## src/vis_consts.svh

```systemverilog
`ifndef VIS_CONSTS_SVH
`define VIS_CONSTS_SVH
`define VIS_NUM_MASKABLE   23
`define VIS_VEC_WDT        16'h0004
`define VIS_VEC_PIN_BASE   16'h0006
`define VIS_VEC_STEP       16'h0002
`define VIS_VEC_BREAK      16'h003e
`define VIS_FLAGS_RESET    23'h000000
`define VIS_PRI_WDT        0
`define VIS_PRI_PIN0       1
`define VIS_PRI_SYNC0      9
`define VIS_PRI_TIMER8A    12
`define VIS_PRI_ASYNC_ERR  14
`define VIS_PRI_BASIC      17
`define VIS_PRI_CAPCMP0    18
`define VIS_PRI_CAPCMP1    19
`define VIS_PRI_SERBUS_ACC 20
`define VIS_PRI_SERBUS_EVT 21
`define VIS_PRI_ADC        22
`define VIS_PRI_W          5
`endif

```

## src/vis_pkg.sv

```systemverilog
package vis_pkg;
  typedef logic [15:0] vis_vector_t;
  typedef logic [4:0]  vis_prio_t;
  typedef enum logic [1:0] {
    VIS_KIND_NONE,
    VIS_KIND_NMI,
    VIS_KIND_MASKABLE,
    VIS_KIND_BREAK
  } vis_kind_t;
endpackage : vis_pkg

```

## src/vis_edge_detect.sv

```systemverilog
`timescale 1ns/100ps
`default_nettype none
// Two-stage synchroniser followed by selectable edge detection
module vis_edge_detect (
  input  wire logic core_clk, // Clock
  input  wire logic rst_n,    // Async reset, active low
  input  wire logic pin_in,   // Asynchronous pin
  input  wire logic rise_en,  // Detect rising edges
  input  wire logic fall_en,  // Detect falling edges
  output logic      edge_p    // One-cycle pulse on chosen edge
);
  logic sync1_q;
  logic sync2_q;
  logic prev_q;
  wire  rose;
  wire  fell;

  assign rose   = sync2_q & ~prev_q;
  assign fell   = ~sync2_q & prev_q;
  assign edge_p = (rose & rise_en) | (fell & fall_en);

  always_ff @(posedge core_clk or negedge rst_n)
  begin
    if (!rst_n)
    begin
      sync1_q <= 1'b0;
      sync2_q <= 1'b0;
      prev_q  <= 1'b0;
    end
    else
    begin
      sync1_q <= pin_in;
      sync2_q <= sync1_q;
      prev_q  <= sync2_q;
    end
  end
endmodule : vis_edge_detect
`default_nettype wire

```

## src/vis_prio_pick.sv

```systemverilog
`timescale 1ns/100ps
`default_nettype none
`include "vis_consts.svh"
// Fixed-priority picker: lowest index wins
module vis_prio_pick #(
  parameter int N = `VIS_NUM_MASKABLE
) (
  input  wire logic [N-1:0]         req,   // Eligible requests
  output logic                      any,   // At least one request
  output vis_pkg::vis_prio_t        index, // Index of winner
  output logic [N-1:0]              onehot // One-hot winner
);
  logic [N-1:0] seen;

  genvar g;
  generate
    for (g = 0; g < N; g++)
    begin : g_scan
      if (g == 0)
      begin : g_first
        assign seen[g]   = req[g];
        assign onehot[g] = req[g];
      end
      else
      begin : g_rest
        assign seen[g]   = seen[g-1] | req[g];
        assign onehot[g] = req[g] & ~seen[g-1];
      end
    end
  endgenerate

  assign any = seen[N-1];

  always_comb
  begin
    index = '0;
    for (int i = N - 1; i >= 0; i--)
    begin
      if (req[i])
      begin
        index = vis_pkg::vis_prio_t'(i);
      end
    end
  end
endmodule : vis_prio_pick
`default_nettype wire

```

## src/vis_controller.sv

```systemverilog
`timescale 1ns/100ps
`default_nettype none
`include "vis_consts.svh"
module vis_controller (
  input  wire logic                      core_clk,              // 25 MHz clock
  input  wire logic                      rst_n,                 // Async reset, active low
  input  wire logic                      wdt_overflow,          // Watchdog overflow pulse
  input  wire logic                      wdt_interval_mode,     // 1: interval mode, 0: watchdog mode 1
  input  wire logic [7:0]                pin_edge_in,           // External request pins 0..7
  input  wire logic [7:0]                pin_rise_en,           // Rising edge enables
  input  wire logic [7:0]                pin_fall_en,           // Falling edge enables
  input  wire logic [2:0]                sync_serial_done,      // Serial ports 0, 1, 3 done pulses
  input  wire logic [1:0]                timer8_match,          // 8-bit timer a, b match pulses
  input  wire logic                      async_rx_error,        // Async reception error pulse
  input  wire logic                      async_rx_done,         // Async reception end pulse
  input  wire logic                      async_tx_done,         // Async transmission end pulse
  input  wire logic                      basic_timer_match,     // Basic timer match pulse
  input  wire logic [1:0]                counter16_match,       // Compare match, channels 0 and 1
  input  wire logic [1:0]                capcmp_capture_mode,   // 1: channel in capture use
  input  wire logic [1:0]                capture_pin,           // Capture input pins 0 and 1
  input  wire logic [1:0]                capture_rise_en,       // Capture pin rising enables
  input  wire logic [1:0]                capture_fall_en,       // Capture pin falling enables
  input  wire logic                      serbus_access,         // Serial-bus data access pulse
  input  wire logic                      serbus_event,          // Serial-bus error/start/end pulse
  input  wire logic                      adc_done,              // Conversion done pulse
  input  wire logic                      software_break,        // Break instruction executed pulse
  input  wire logic [22:0]               irq_mask,              // 1 masks a maskable request
  input  wire logic                      irq_ack,               // Core takes the offered request
  output logic                           irq_valid,             // Request offered to the core
  output vis_pkg::vis_kind_t             irq_kind,              // Kind of offered request
  output vis_pkg::vis_prio_t             irq_prio,              // Priority of offered maskable
  output vis_pkg::vis_vector_t           irq_vector,            // Vector of offered request
  output logic [22:0]                    irq_pending            // Request flags
);
  localparam int N = `VIS_NUM_MASKABLE;

  logic [N-1:0]          flag_q;
  logic [N-1:0]          flag_d;
  logic                  nmi_q;
  logic                  nmi_d;
  logic                  brk_q;
  logic                  brk_d;
  logic                  valid_q;
  vis_pkg::vis_kind_t    kind_q;
  vis_pkg::vis_kind_t    kind_d;
  vis_pkg::vis_prio_t    prio_q;
  vis_pkg::vis_vector_t  vector_q;
  vis_pkg::vis_vector_t  vector_d;
  logic [N-1:0]          pick_q;
  logic [N-1:0]          set_vec;
  logic [N-1:0]          clr_vec;
  logic [N-1:0]          eligible;
  logic [N-1:0]          win_onehot;
  logic [7:0]            pin_pulse;
  logic [1:0]            cap_pulse;
  logic                  win_any;
  vis_pkg::vis_prio_t    win_index;
  wire                   take;
  wire                   take_nmi;
  wire                   take_brk;
  wire                   take_mask;
  wire [1:0]             capcmp_fire;

  // Maskable vectors are evenly spaced from the pin base, watchdog apart
  function automatic vis_pkg::vis_vector_t vec_of(input vis_pkg::vis_prio_t p);
    if (p == vis_pkg::vis_prio_t'(`VIS_PRI_WDT))
      vec_of = `VIS_VEC_WDT;
    else
      vec_of = `VIS_VEC_PIN_BASE + `VIS_VEC_STEP * vis_pkg::vis_vector_t'(p - 5'h01);
  endfunction : vec_of

  genvar g;
  generate
    for (g = 0; g < 8; g++)
    begin : g_pin
      vis_edge_detect u_pin (
        .core_clk (core_clk),
        .rst_n    (rst_n),
        .pin_in   (pin_edge_in[g]),
        .rise_en  (pin_rise_en[g]),
        .fall_en  (pin_fall_en[g]),
        .edge_p   (pin_pulse[g])
      );
    end
    for (g = 0; g < 2; g++)
    begin : g_cap
      vis_edge_detect u_cap (
        .core_clk (core_clk),
        .rst_n    (rst_n),
        .pin_in   (capture_pin[g]),
        .rise_en  (capture_rise_en[g]),
        .fall_en  (capture_fall_en[g]),
        .edge_p   (cap_pulse[g])
      );
    end
  endgenerate

  // Capture use takes the pin edge, compare use the counter match
  assign capcmp_fire = (capcmp_capture_mode & cap_pulse) | (~capcmp_capture_mode & counter16_match);

  always_comb
  begin
    set_vec = '0;
    set_vec[`VIS_PRI_WDT] = wdt_overflow & wdt_interval_mode;
    set_vec[`VIS_PRI_PIN0 +: 8] = pin_pulse;
    set_vec[`VIS_PRI_SYNC0 +: 3] = sync_serial_done;
    set_vec[`VIS_PRI_TIMER8A +: 2] = timer8_match;
    set_vec[`VIS_PRI_ASYNC_ERR +: 3] = {async_tx_done, async_rx_done, async_rx_error};
    set_vec[`VIS_PRI_BASIC] = basic_timer_match;
    set_vec[`VIS_PRI_CAPCMP0] = capcmp_fire[0];
    set_vec[`VIS_PRI_CAPCMP1] = capcmp_fire[1];
    set_vec[`VIS_PRI_SERBUS_ACC] = serbus_access;
    set_vec[`VIS_PRI_SERBUS_EVT] = serbus_event;
    set_vec[`VIS_PRI_ADC] = adc_done;
  end

  assign eligible = flag_q & ~irq_mask;

  vis_prio_pick #(
    .N (N)
  ) u_pick (
    .req    (eligible),
    .any    (win_any),
    .index  (win_index),
    .onehot (win_onehot)
  );

  assign take      = valid_q & irq_ack;
  assign take_nmi  = take & (kind_q == vis_pkg::VIS_KIND_NMI);
  assign take_brk  = take & (kind_q == vis_pkg::VIS_KIND_BREAK);
  assign take_mask = take & (kind_q == vis_pkg::VIS_KIND_MASKABLE);

  // Acknowledge clears only the flag that was offered; a new event wins
  assign clr_vec = take_mask ? pick_q : '0;
  assign flag_d  = (flag_q & ~clr_vec) | set_vec;
  assign nmi_d   = (nmi_q & ~take_nmi) | (wdt_overflow & ~wdt_interval_mode);
  assign brk_d   = (brk_q & ~take_brk) | software_break;

  // Offer order: non-maskable, break, then arbitrated maskable
  always_comb
  begin
    kind_d   = vis_pkg::VIS_KIND_NONE;
    vector_d = '0;
    if (nmi_d)
    begin
      kind_d   = vis_pkg::VIS_KIND_NMI;
      vector_d = `VIS_VEC_WDT;
    end
    else if (brk_d)
    begin
      kind_d   = vis_pkg::VIS_KIND_BREAK;
      vector_d = `VIS_VEC_BREAK;
    end
    else if (win_any && !take_mask)
    begin
      kind_d   = vis_pkg::VIS_KIND_MASKABLE;
      vector_d = vec_of(win_index);
    end
  end

  always_ff @(posedge core_clk or negedge rst_n)
  begin
    if (!rst_n)
    begin
      flag_q   <= `VIS_FLAGS_RESET;
      nmi_q    <= 1'b0;
      brk_q    <= 1'b0;
      valid_q  <= 1'b0;
      kind_q   <= vis_pkg::VIS_KIND_NONE;
      prio_q   <= '0;
      vector_q <= '0;
      pick_q   <= '0;
    end
    else
    begin
      flag_q   <= flag_d;
      nmi_q    <= nmi_d;
      brk_q    <= brk_d;
      valid_q  <= (kind_d != vis_pkg::VIS_KIND_NONE);
      kind_q   <= kind_d;
      prio_q   <= (kind_d == vis_pkg::VIS_KIND_MASKABLE) ? win_index : '0;
      vector_q <= vector_d;
      pick_q   <= (kind_d == vis_pkg::VIS_KIND_MASKABLE) ? win_onehot : '0;
    end
  end

  assign irq_valid   = valid_q;
  assign irq_kind    = kind_q;
  assign irq_prio    = prio_q;
  assign irq_vector  = vector_q;
  assign irq_pending = flag_q;
endmodule : vis_controller
`default_nettype wire

```

## config.mk

```make
export PLATFORM = sky130hd
export DESIGN_NAME = vis_controller
export DESIGN_NICKNAME = d
export VERILOG_FILES = /design/src/vis_pkg.sv /design/src/vis_edge_detect.sv /design/src/vis_prio_pick.sv /design/src/vis_controller.sv
export VERILOG_INCLUDE_DIRS = /design/src
export SDC_FILE = /design/constraint.sdc
export NUM_CORES = 1
export LEC_CHECK = 0
export ABC_AREA = 1
export BUFFER_PORTS_ARGS = -buffer_cell sky130_fd_sc_hd__buf_2
export CELL_PAD_IN_SITES_DETAIL_PLACEMENT = 0
export CELL_PAD_IN_SITES_GLOBAL_PLACEMENT = 2
export CORE_ASPECT_RATIO = 1.4
export CORE_UTILIZATION = 32
export DETAILED_ROUTE_END_ITERATION = 16
export PLACE_DENSITY_LB_ADDON = 0.1
export SYNTH_ARGS = -nofsm -noshare
export SYNTH_HDL_FRONTEND = slang
export SYNTH_HIERARCHICAL = 1
export SYNTH_SLANG_ARGS = --single-unit
```

## constraint.sdc

```tcl
create_clock -name core_clk -period 5.6 [get_ports core_clk]
set_clock_uncertainty 0.2 [all_clocks]
set_input_delay 0 -clock core_clk [delete_from_list [all_inputs] [get_ports core_clk]]
set_output_delay 0 -clock core_clk [all_outputs]
set_load 0.1 [all_outputs]
```

==> results.toml, run 1 <==
[outcome]
status = "complete, no violations"

[layout]
multi_input_area_um2 = 1410
final_area_um2 = 6000
drive_gt1_frac = 0.238
fin_nets = 756
insertedDiodeCount = 0
syn2layout_area_growth_pct = 41.2
fin_util = 0.466
final-seq-area_um2 = 2330
fill_cells = 1280
final_cell_mix = "119 x buf_2, 99 x inv_1, 93 x dfrtp_1, 82 x nor2_1, 74 x nand2_1"
final_common_cell = "buf_2"

[floorplan]
initial_utilization = 0.330
die-area_um2 = 13700
placementRows = 49
core_area_um2 = 12900
die_h_um = 138
ios = 122
die_w_um = 99.3

[synth]
synth_seq_cells = 93
yosys_warnings = 6
synth-edff-count = 0
avgSynthCellArea_um2 = 8.63
ys_seq_area_frac = 0.548
syn-cell-area_um2 = 4250
synth_async_sr_flop_share = 1.00
syn_inst = 492
synth_flop_cell = "dfrtp_1"
synth_nets = 569
synthDistinctLibCells = 30

[grt]
met3_usage = 0.0329
first_global_vias = 3671
antenna_found_initial = 0
globalRouteTotalUtil = 0.166
grt_pass1_wl_mm = 17.7
gr-usage-met2 = 0.289
overflow = 0
gr-usage-met1 = 0.204
grt_max_degree = 73
top_usage_layer = "met2"

[run]
maxCapViolations = 0

[cts]
cts_buffers = 9
cts_tree = "yes"
clock_path_buffers = 2
cts-root-buf = "clkbuf_16"
post-cts-setup-buffers = 0
clock_sinks = 93
clk_latency_ns = 0.34
clk_pin_slew_ns = 0.06
htree_num_levels = 3

[critical_path]
end_kind = "register"
path_class = "reg2reg"
rr_worst_depth = 13
worstPathArrival_ns = 2.95
crit_path_start_kind = "register"
cp_max_fo = 29
worstReg2RegStart = "irq_pending[0]$_DFF_PN0_"
rr_endpoint = "irq_prio[0]$_DFF_PN0_"
critical_path_required_ns = 5.64
ff2ff_setup_slack_ns = 2.68

[placed_design]
gp_congestion = 0.807
place_area_um2 = 4930
hpwl_mm = 7.30
pre_cts_slack_ns = 2.61
io_buffer_count = 120

[route]
routed_via_density = 4.28
drc = 0
totalWireLength_mm = 10.3
drtPass1Iterations = 5
via_count = 3586
avgRoutedWirePerCell_um = 12.3
drtIter0Drc = 113
postRouteAntennaNets = 0

[min_path]
hp-start = "pin_edge_in[2]"
worstHoldPathCells = 2
holdPathEnd = "g_pin[2].u_pin/sync1_q$_DFF_PN0_"
hold_class = "in2reg"

[timing]
fmax_mhz = 343
finalSetupViolCount = 0
fin_crit_ns = 2.92
final_max_slew_viol_count = 0
report.final.hold_viol_count = 0
slew_headroom = 0.342
tns_ns = 0
min_period_over_period = 0.521
rsz0062_at_grt = "no"
worst_slack_ns = 2.68
worst_pin_slew_ns = 0.983

[power]
ir_drop_mv = 0.166
power.density_nw_per_um2 = 283
p_leak_nw = 3.04
[metrics by stage]
stage | std cells | hold slack, ns | total power, mW
after global routing | 837 | 0.0971 | 1.78
after floorplan | 492 | -0.496 | 0.899
after detailed placement | 749 | -0.285 | 0.975
after global placement | 749 | -0.290 | 0.975
after CTS | 837 | 0.0897 | 1.73
final | 837 | 0.103 | 1.70
[final cells by class]
type | count | share of cell area
flip-flops and latches | 93 | 0.388
multi-input cells | 279 | 0.235
repair buffers | 193 | 0.222
inverters | 103 | 0.0645
clock buffers | 10 | 0.0399
well taps | 153 | 0.0319
clock inverters | 6 | 0.0184
[state kept, by name, indices dropped and copies added (netlist names), 2 cells and up]
register	flops
irq_pending	23
pick_q	23
g_pin.u_pin/prev_q	8
g_pin.u_pin/sync1_q	8
g_pin.u_pin/sync2_q	8
irq_vector	7
irq_prio	5
g_cap.u_cap/prev_q	2
g_cap.u_cap/sync1_q	2
g_cap.u_cap/sync2_q	2
irq_kind	2
[cell families (layout without fill, tap and decap cells)]
kind of cell,count (synthesis),in the layout,share of synthesized area
simple gates,236,236,0.262
other cells,1,1,0.000883
compound gates,40,40,0.0637
fa+ha+maj,2,2,0.00589
flops,93,93,0.548
buf+inv,120,312,0.120
[where the power goes]
group / switching, mW / leakage, nW / total (mW) / internal [mW]
clock network: 0.252 / 0.165 / 0.699 / 0.447
logic: 0.199 / 1.79 / 0.289 / 0.0892
registers: 0.0130 / 1.08 / 0.709 / 0.696
[Yosys cell counts, types with 2 or more instances]
library cell / instances / share of area
inv_1: 99 / 0.088
nor2_4: 14 / 0.037
nand2_1: 74 / 0.065
nand3_1: 56 / 0.066
a21oi_1: 10 / 0.012
nand3_2: 2 / 0.0047
nand3b_1: 2 / 0.0035
a31oi_1: 3 / 0.0044
buf_1: 3 / 0.0027
o211ai_1: 2 / 0.0035
nor2_1: 82 / 0.073
dfrtp_1: 93 / 0.55
buf_4: 10 / 0.018
a21o_1: 20 / 0.035
ha_1: 2 / 0.0059
o21ai_0: 3 / 0.0035
inv_2: 4 / 0.0035
[what timing repair did]
item                                    CTS  global route
endpoints found under the setup margin    0             0
hold buffers                             72             0
gates resized for setup                   0             0
hold endpoints to repair                 88             0
[layer usage]
metal	vias up	wire (um)
met3	7	492
li1	1855	-
met5	-	0
met2	94	5180
met1	1630	4540
met4	0	110
[worst max-delay path by stage]
stage,slack [ns],end,start,cells after the start
CTS,2.58,pick_q[6]$_DFF_PN0_,irq_pending[0]$_DFF_PN0_,13
global route,2.31,pick_q[6]$_DFF_PN0_,irq_pending[0]$_DFF_PN0_,13
detailed placement,2.61,pick_q[6]$_DFF_PN0_,irq_pending[0]$_DFF_PN0_,13
floorplan,2.54,irq_vector[5]$_DFF_PN0_,irq_pending[21]$_DFF_PN0_,25
global placement,2.57,irq_prio[0]$_DFF_PN0_,irq_pending[0]$_DFF_PN0_,13
finish,2.68,irq_prio[0]$_DFF_PN0_,irq_pending[0]$_DFF_PN0_,13
[worst max-delay path: stages, from the launching register on]
cell	delay, ns
dfrtp_1	0.36
inv_1	0.04
nor2_1	0.23
or2_4	0.22
nor3_4	0.05
inv_2	0.12
nor2_4	0.06
nand2_2	0.10
nor2_4	0.05
nand3_1	0.08
nand2_1	0.13
inv_2	0.12
nand3_2	0.72
nor2_1	0.33
Note: power is estimated with default switching activity, not from simulation.
==> run 2: changes to the inputs <==
--- a/config.mk
+++ b/config.mk
@@ -6,7 +6,7 @@
 export SDC_FILE = /design/constraint.sdc
 export NUM_CORES = 1
 export LEC_CHECK = 0
-export ABC_AREA = 1
+export ABC_AREA = 0
 export BUFFER_PORTS_ARGS = -buffer_cell sky130_fd_sc_hd__buf_2
 export CELL_PAD_IN_SITES_DETAIL_PLACEMENT = 0
 export CELL_PAD_IN_SITES_GLOBAL_PLACEMENT = 2
==> constraint.sdc (replaced) <==
create_clock -name core_clk -period 2.96 [get_ports core_clk]
set_clock_uncertainty 0.2 [all_clocks]
set_input_delay 0 -clock core_clk [delete_from_list [all_inputs] [get_ports core_clk]]
set_output_delay 0 -clock core_clk [all_outputs]
set_load 0.1 [all_outputs]
==> run 2 against run 1 <==
  * Utilization rose by 3.4 points
  * Highest routed layer unchanged
  * Fmax is 4.6% lower
  * Critical path depth is 1 lower
  * The run now ends with DRC, hold timing, setup timing left
  * First-iteration DRC count shrank 6.2%
  * Critical endpoint is now irq_vector[5]$_DFF_PN0_
==> results.toml, run 2 <==
[outcome]
violations = "DRC, hold timing, setup timing"
status = "finished, violations left"

[floorplan]
ios = 122
initial_utilization = 0.333
die_h_um = 137
die-area_um2 = 13500
die_w_um = 98.4
placementRows = 48
core_area_um2 = 12500

[critical_path]
critPathSlowestCell = "dfrtp_4"
crit_path_start_kind = "register"
critPathTopFamily = "compound AO/OA/AOI/OAI gates"
path_class = "reg2reg"
critical_path_required_ns = 3.02
worstPathArrival_ns = 3.11
end_kind = "register"
slowest_delay_ns = 0.47
cp_cell_sequence = "nor2b_4 -> or3b_4 -> a221oi_4 -> o311ai_2 -> a311oi_2 -> inv_2 -> buf_6 -> ha_4 -> inv_4 -> nor2_2 -> a2111o_1 -> a211oi_2"
critPathBufInv = 3
cp_max_fo = 3

[timing]
min_period_over_period = 1.03
slew_headroom = 0.548
worst_slack_ns = -0.0941
worst_pin_slew_ns = 0.678
timing.hold.ws_ns = -0.00289
final_max_slew_viol_count = 0
rsz0062_at_grt = "yes"
fmax_mhz = 327
finalSetupViolCount = 2
report.final.hold_viol_count = 4
tns_ns = -0.183
fin_crit_ns = 3.05

[route]
met1_length_mm = 4.82
drc = 6
drtIter0Drc = 106
drtPass1Iterations = 12
via_count = 3518
postRouteAntennaNets = 0
avgRoutedWirePerCell_um = 14.2
route.met2.wl_mm = 5.25
topRoutingLayerUsed = "met4"
totalWireLength_mm = 10.6
met3_wirelength_um = 424
routed_via_density = 4.68

[cts]
clock_sinks = 93
htree_num_levels = 3
clock_path_buffers = 2
clk_latency_ns = 0.34
cts_buffers = 9
cts_tree = "yes"
clk_pin_slew_ns = 0.06
cts-root-buf = "clkbuf_16"

[layout]
multi_input_area_um2 = 1810
final_common_cell = "buf_2"
fill_cells = 1177
final_cell_mix = "119 x buf_2, 74 x dfrtp_1, 59 x dlygate4sd3_1, 44 x buf_4, 42 x nand2_1"
syn2layout_area_growth_pct = 50.0
final_cell_count_no_fill = 751
drive_gt1_frac = 0.411
fin_util = 0.500
insertedDiodeCount = 0
fin_nets = 673
final-seq-area_um2 = 2370

[synth]
synth-edff-count = 0
netlist_top_cells_count = "93 x dfrtp_1, 42 x nand2_1, 32 x and2_1"
yosys_warnings = 6
synth_seq_cells = 93
synthDistinctLibCells = 59
avgSynthCellArea_um2 = 10.9
synth.top_cell.area_share = 0.559
synthMostInstantiatedCell = "dfrtp_1"
synth_async_sr_flop_share = 1.00
ys_top_cells_by_area = "dfrtp_1 56%, and2_1 4.8%, nor2b_1 4.1%"
syn_inst = 383
ys_seq_area_frac = 0.559
synth_flop_cell = "dfrtp_1"
yosys.area.top_type = "dfrtp_1"
synth_nets = 460
syn-cell-area_um2 = 4160

[placed_design]
pre_cts_slack_ns = -0.381
dpl.cell_count = 674
io_buffer_count = 120
hpwl_mm = 7.66
gp_congestion = 0.806

[min_path]
hold_class = "in2async"

[grt]
globalRouteTotalUtil = 0.163
grt_pass1_wl_mm = 17.0
grt_max_degree = 43
first_global_vias = 3563
overflow = 0
antenna_found_initial = 0

[run]
maxCapViolations = 0

[power]
power.density_nw_per_um2 = 486
ir_drop_mv = 0.455
power.total_mw = 3.04
p_leak_nw = 2.80
==> run 2: power by group <==
part | switching, mW | internal, mW | total [mW]
sequential | 0.0233 | 1.32 | 1.34
clock | 0.472 | 0.615 | 1.09
combinational | 0.387 | 0.225 | 0.612
total | 0.882 | 2.16 | 3.04
==> run 2: final timing paths <==
path | startpoint | to | slack [ns] | cells past startpoint
worst min register to register | g_pin[1].u_pin/sync1_q$_DFF_PN0_ | g_pin[1].u_pin/sync2_q$_DFF_PN0_ | 0.15 | 0
worst max register to register | irq_pending[21]$_DFF_PN0_ | irq_vector[5]$_DFF_PN0_ | -0.09 | 12
max in group asynchronous | rst_n | irq_pending[0]$_DFF_PN0_ | 1.78 | 3
worst min-delay path | rst_n | g_pin[3].u_pin/prev_q$_DFF_PN0_ | -0.003 | 2
min in group core_clk | irq_mask[18] | pick_q[18]$_DFF_PN0_ | 0.03 | 6
worst max-delay path | irq_pending[21]$_DFF_PN0_ | irq_vector[5]$_DFF_PN0_ | -0.09 | 12
==> run 2: layout make-up <==
cell class / count / share of cell area
sequential: 93 / 0.380
multi-input combinational: 255 / 0.290
timing repair buffer: 223 / 0.245
clock buffer: 11 / 0.0405
tap: 150 / 0.0301
inverter: 14 / 0.00882
clock inverter: 5 / 0.00561
==> run 2: kinds of logic after synthesis <==
group / Yosys count / synth area share
flops: 93 / 0.559
fa+ha+maj: 2 / 0.00601
simple gates: 176 / 0.250
buf+inv: 35 / 0.0481
compound gates: 71 / 0.126
other cells: 1 / 0.000901
xor+xnor: 5 / 0.0105
==> run 2: through the flow <==
step | hold slack (ns) | instance area (um^2)
detailed placement | -0.166 | 5220
floorplan | -0.496 | 4270
global route | 0.0170 | 6240
global placement | -0.168 | 5220
CTS | 0.0102 | 6190
finish | -0.00289 | 6240
==> run 2: what timing repair did <==
action / 4_1_cts / 5_1_grt
hold endpoints to repair: 107 / 0
buffers inserted: 50 / 1
setup endpoints to repair: 7 / 8
pin swaps: 6 / 5
hold buffers: 59 / 0
resized for setup: 18 / 13
cloned: 0 / 0
==> run 2: per-layer routing <==
layer / up-vias / GRT usage
met1: 1688 / 0.206
met4: 0 / 0.0663
met2: 84 / 0.275
li1: 1735 / -
met5: - / 0
met3: 11 / 0.0322
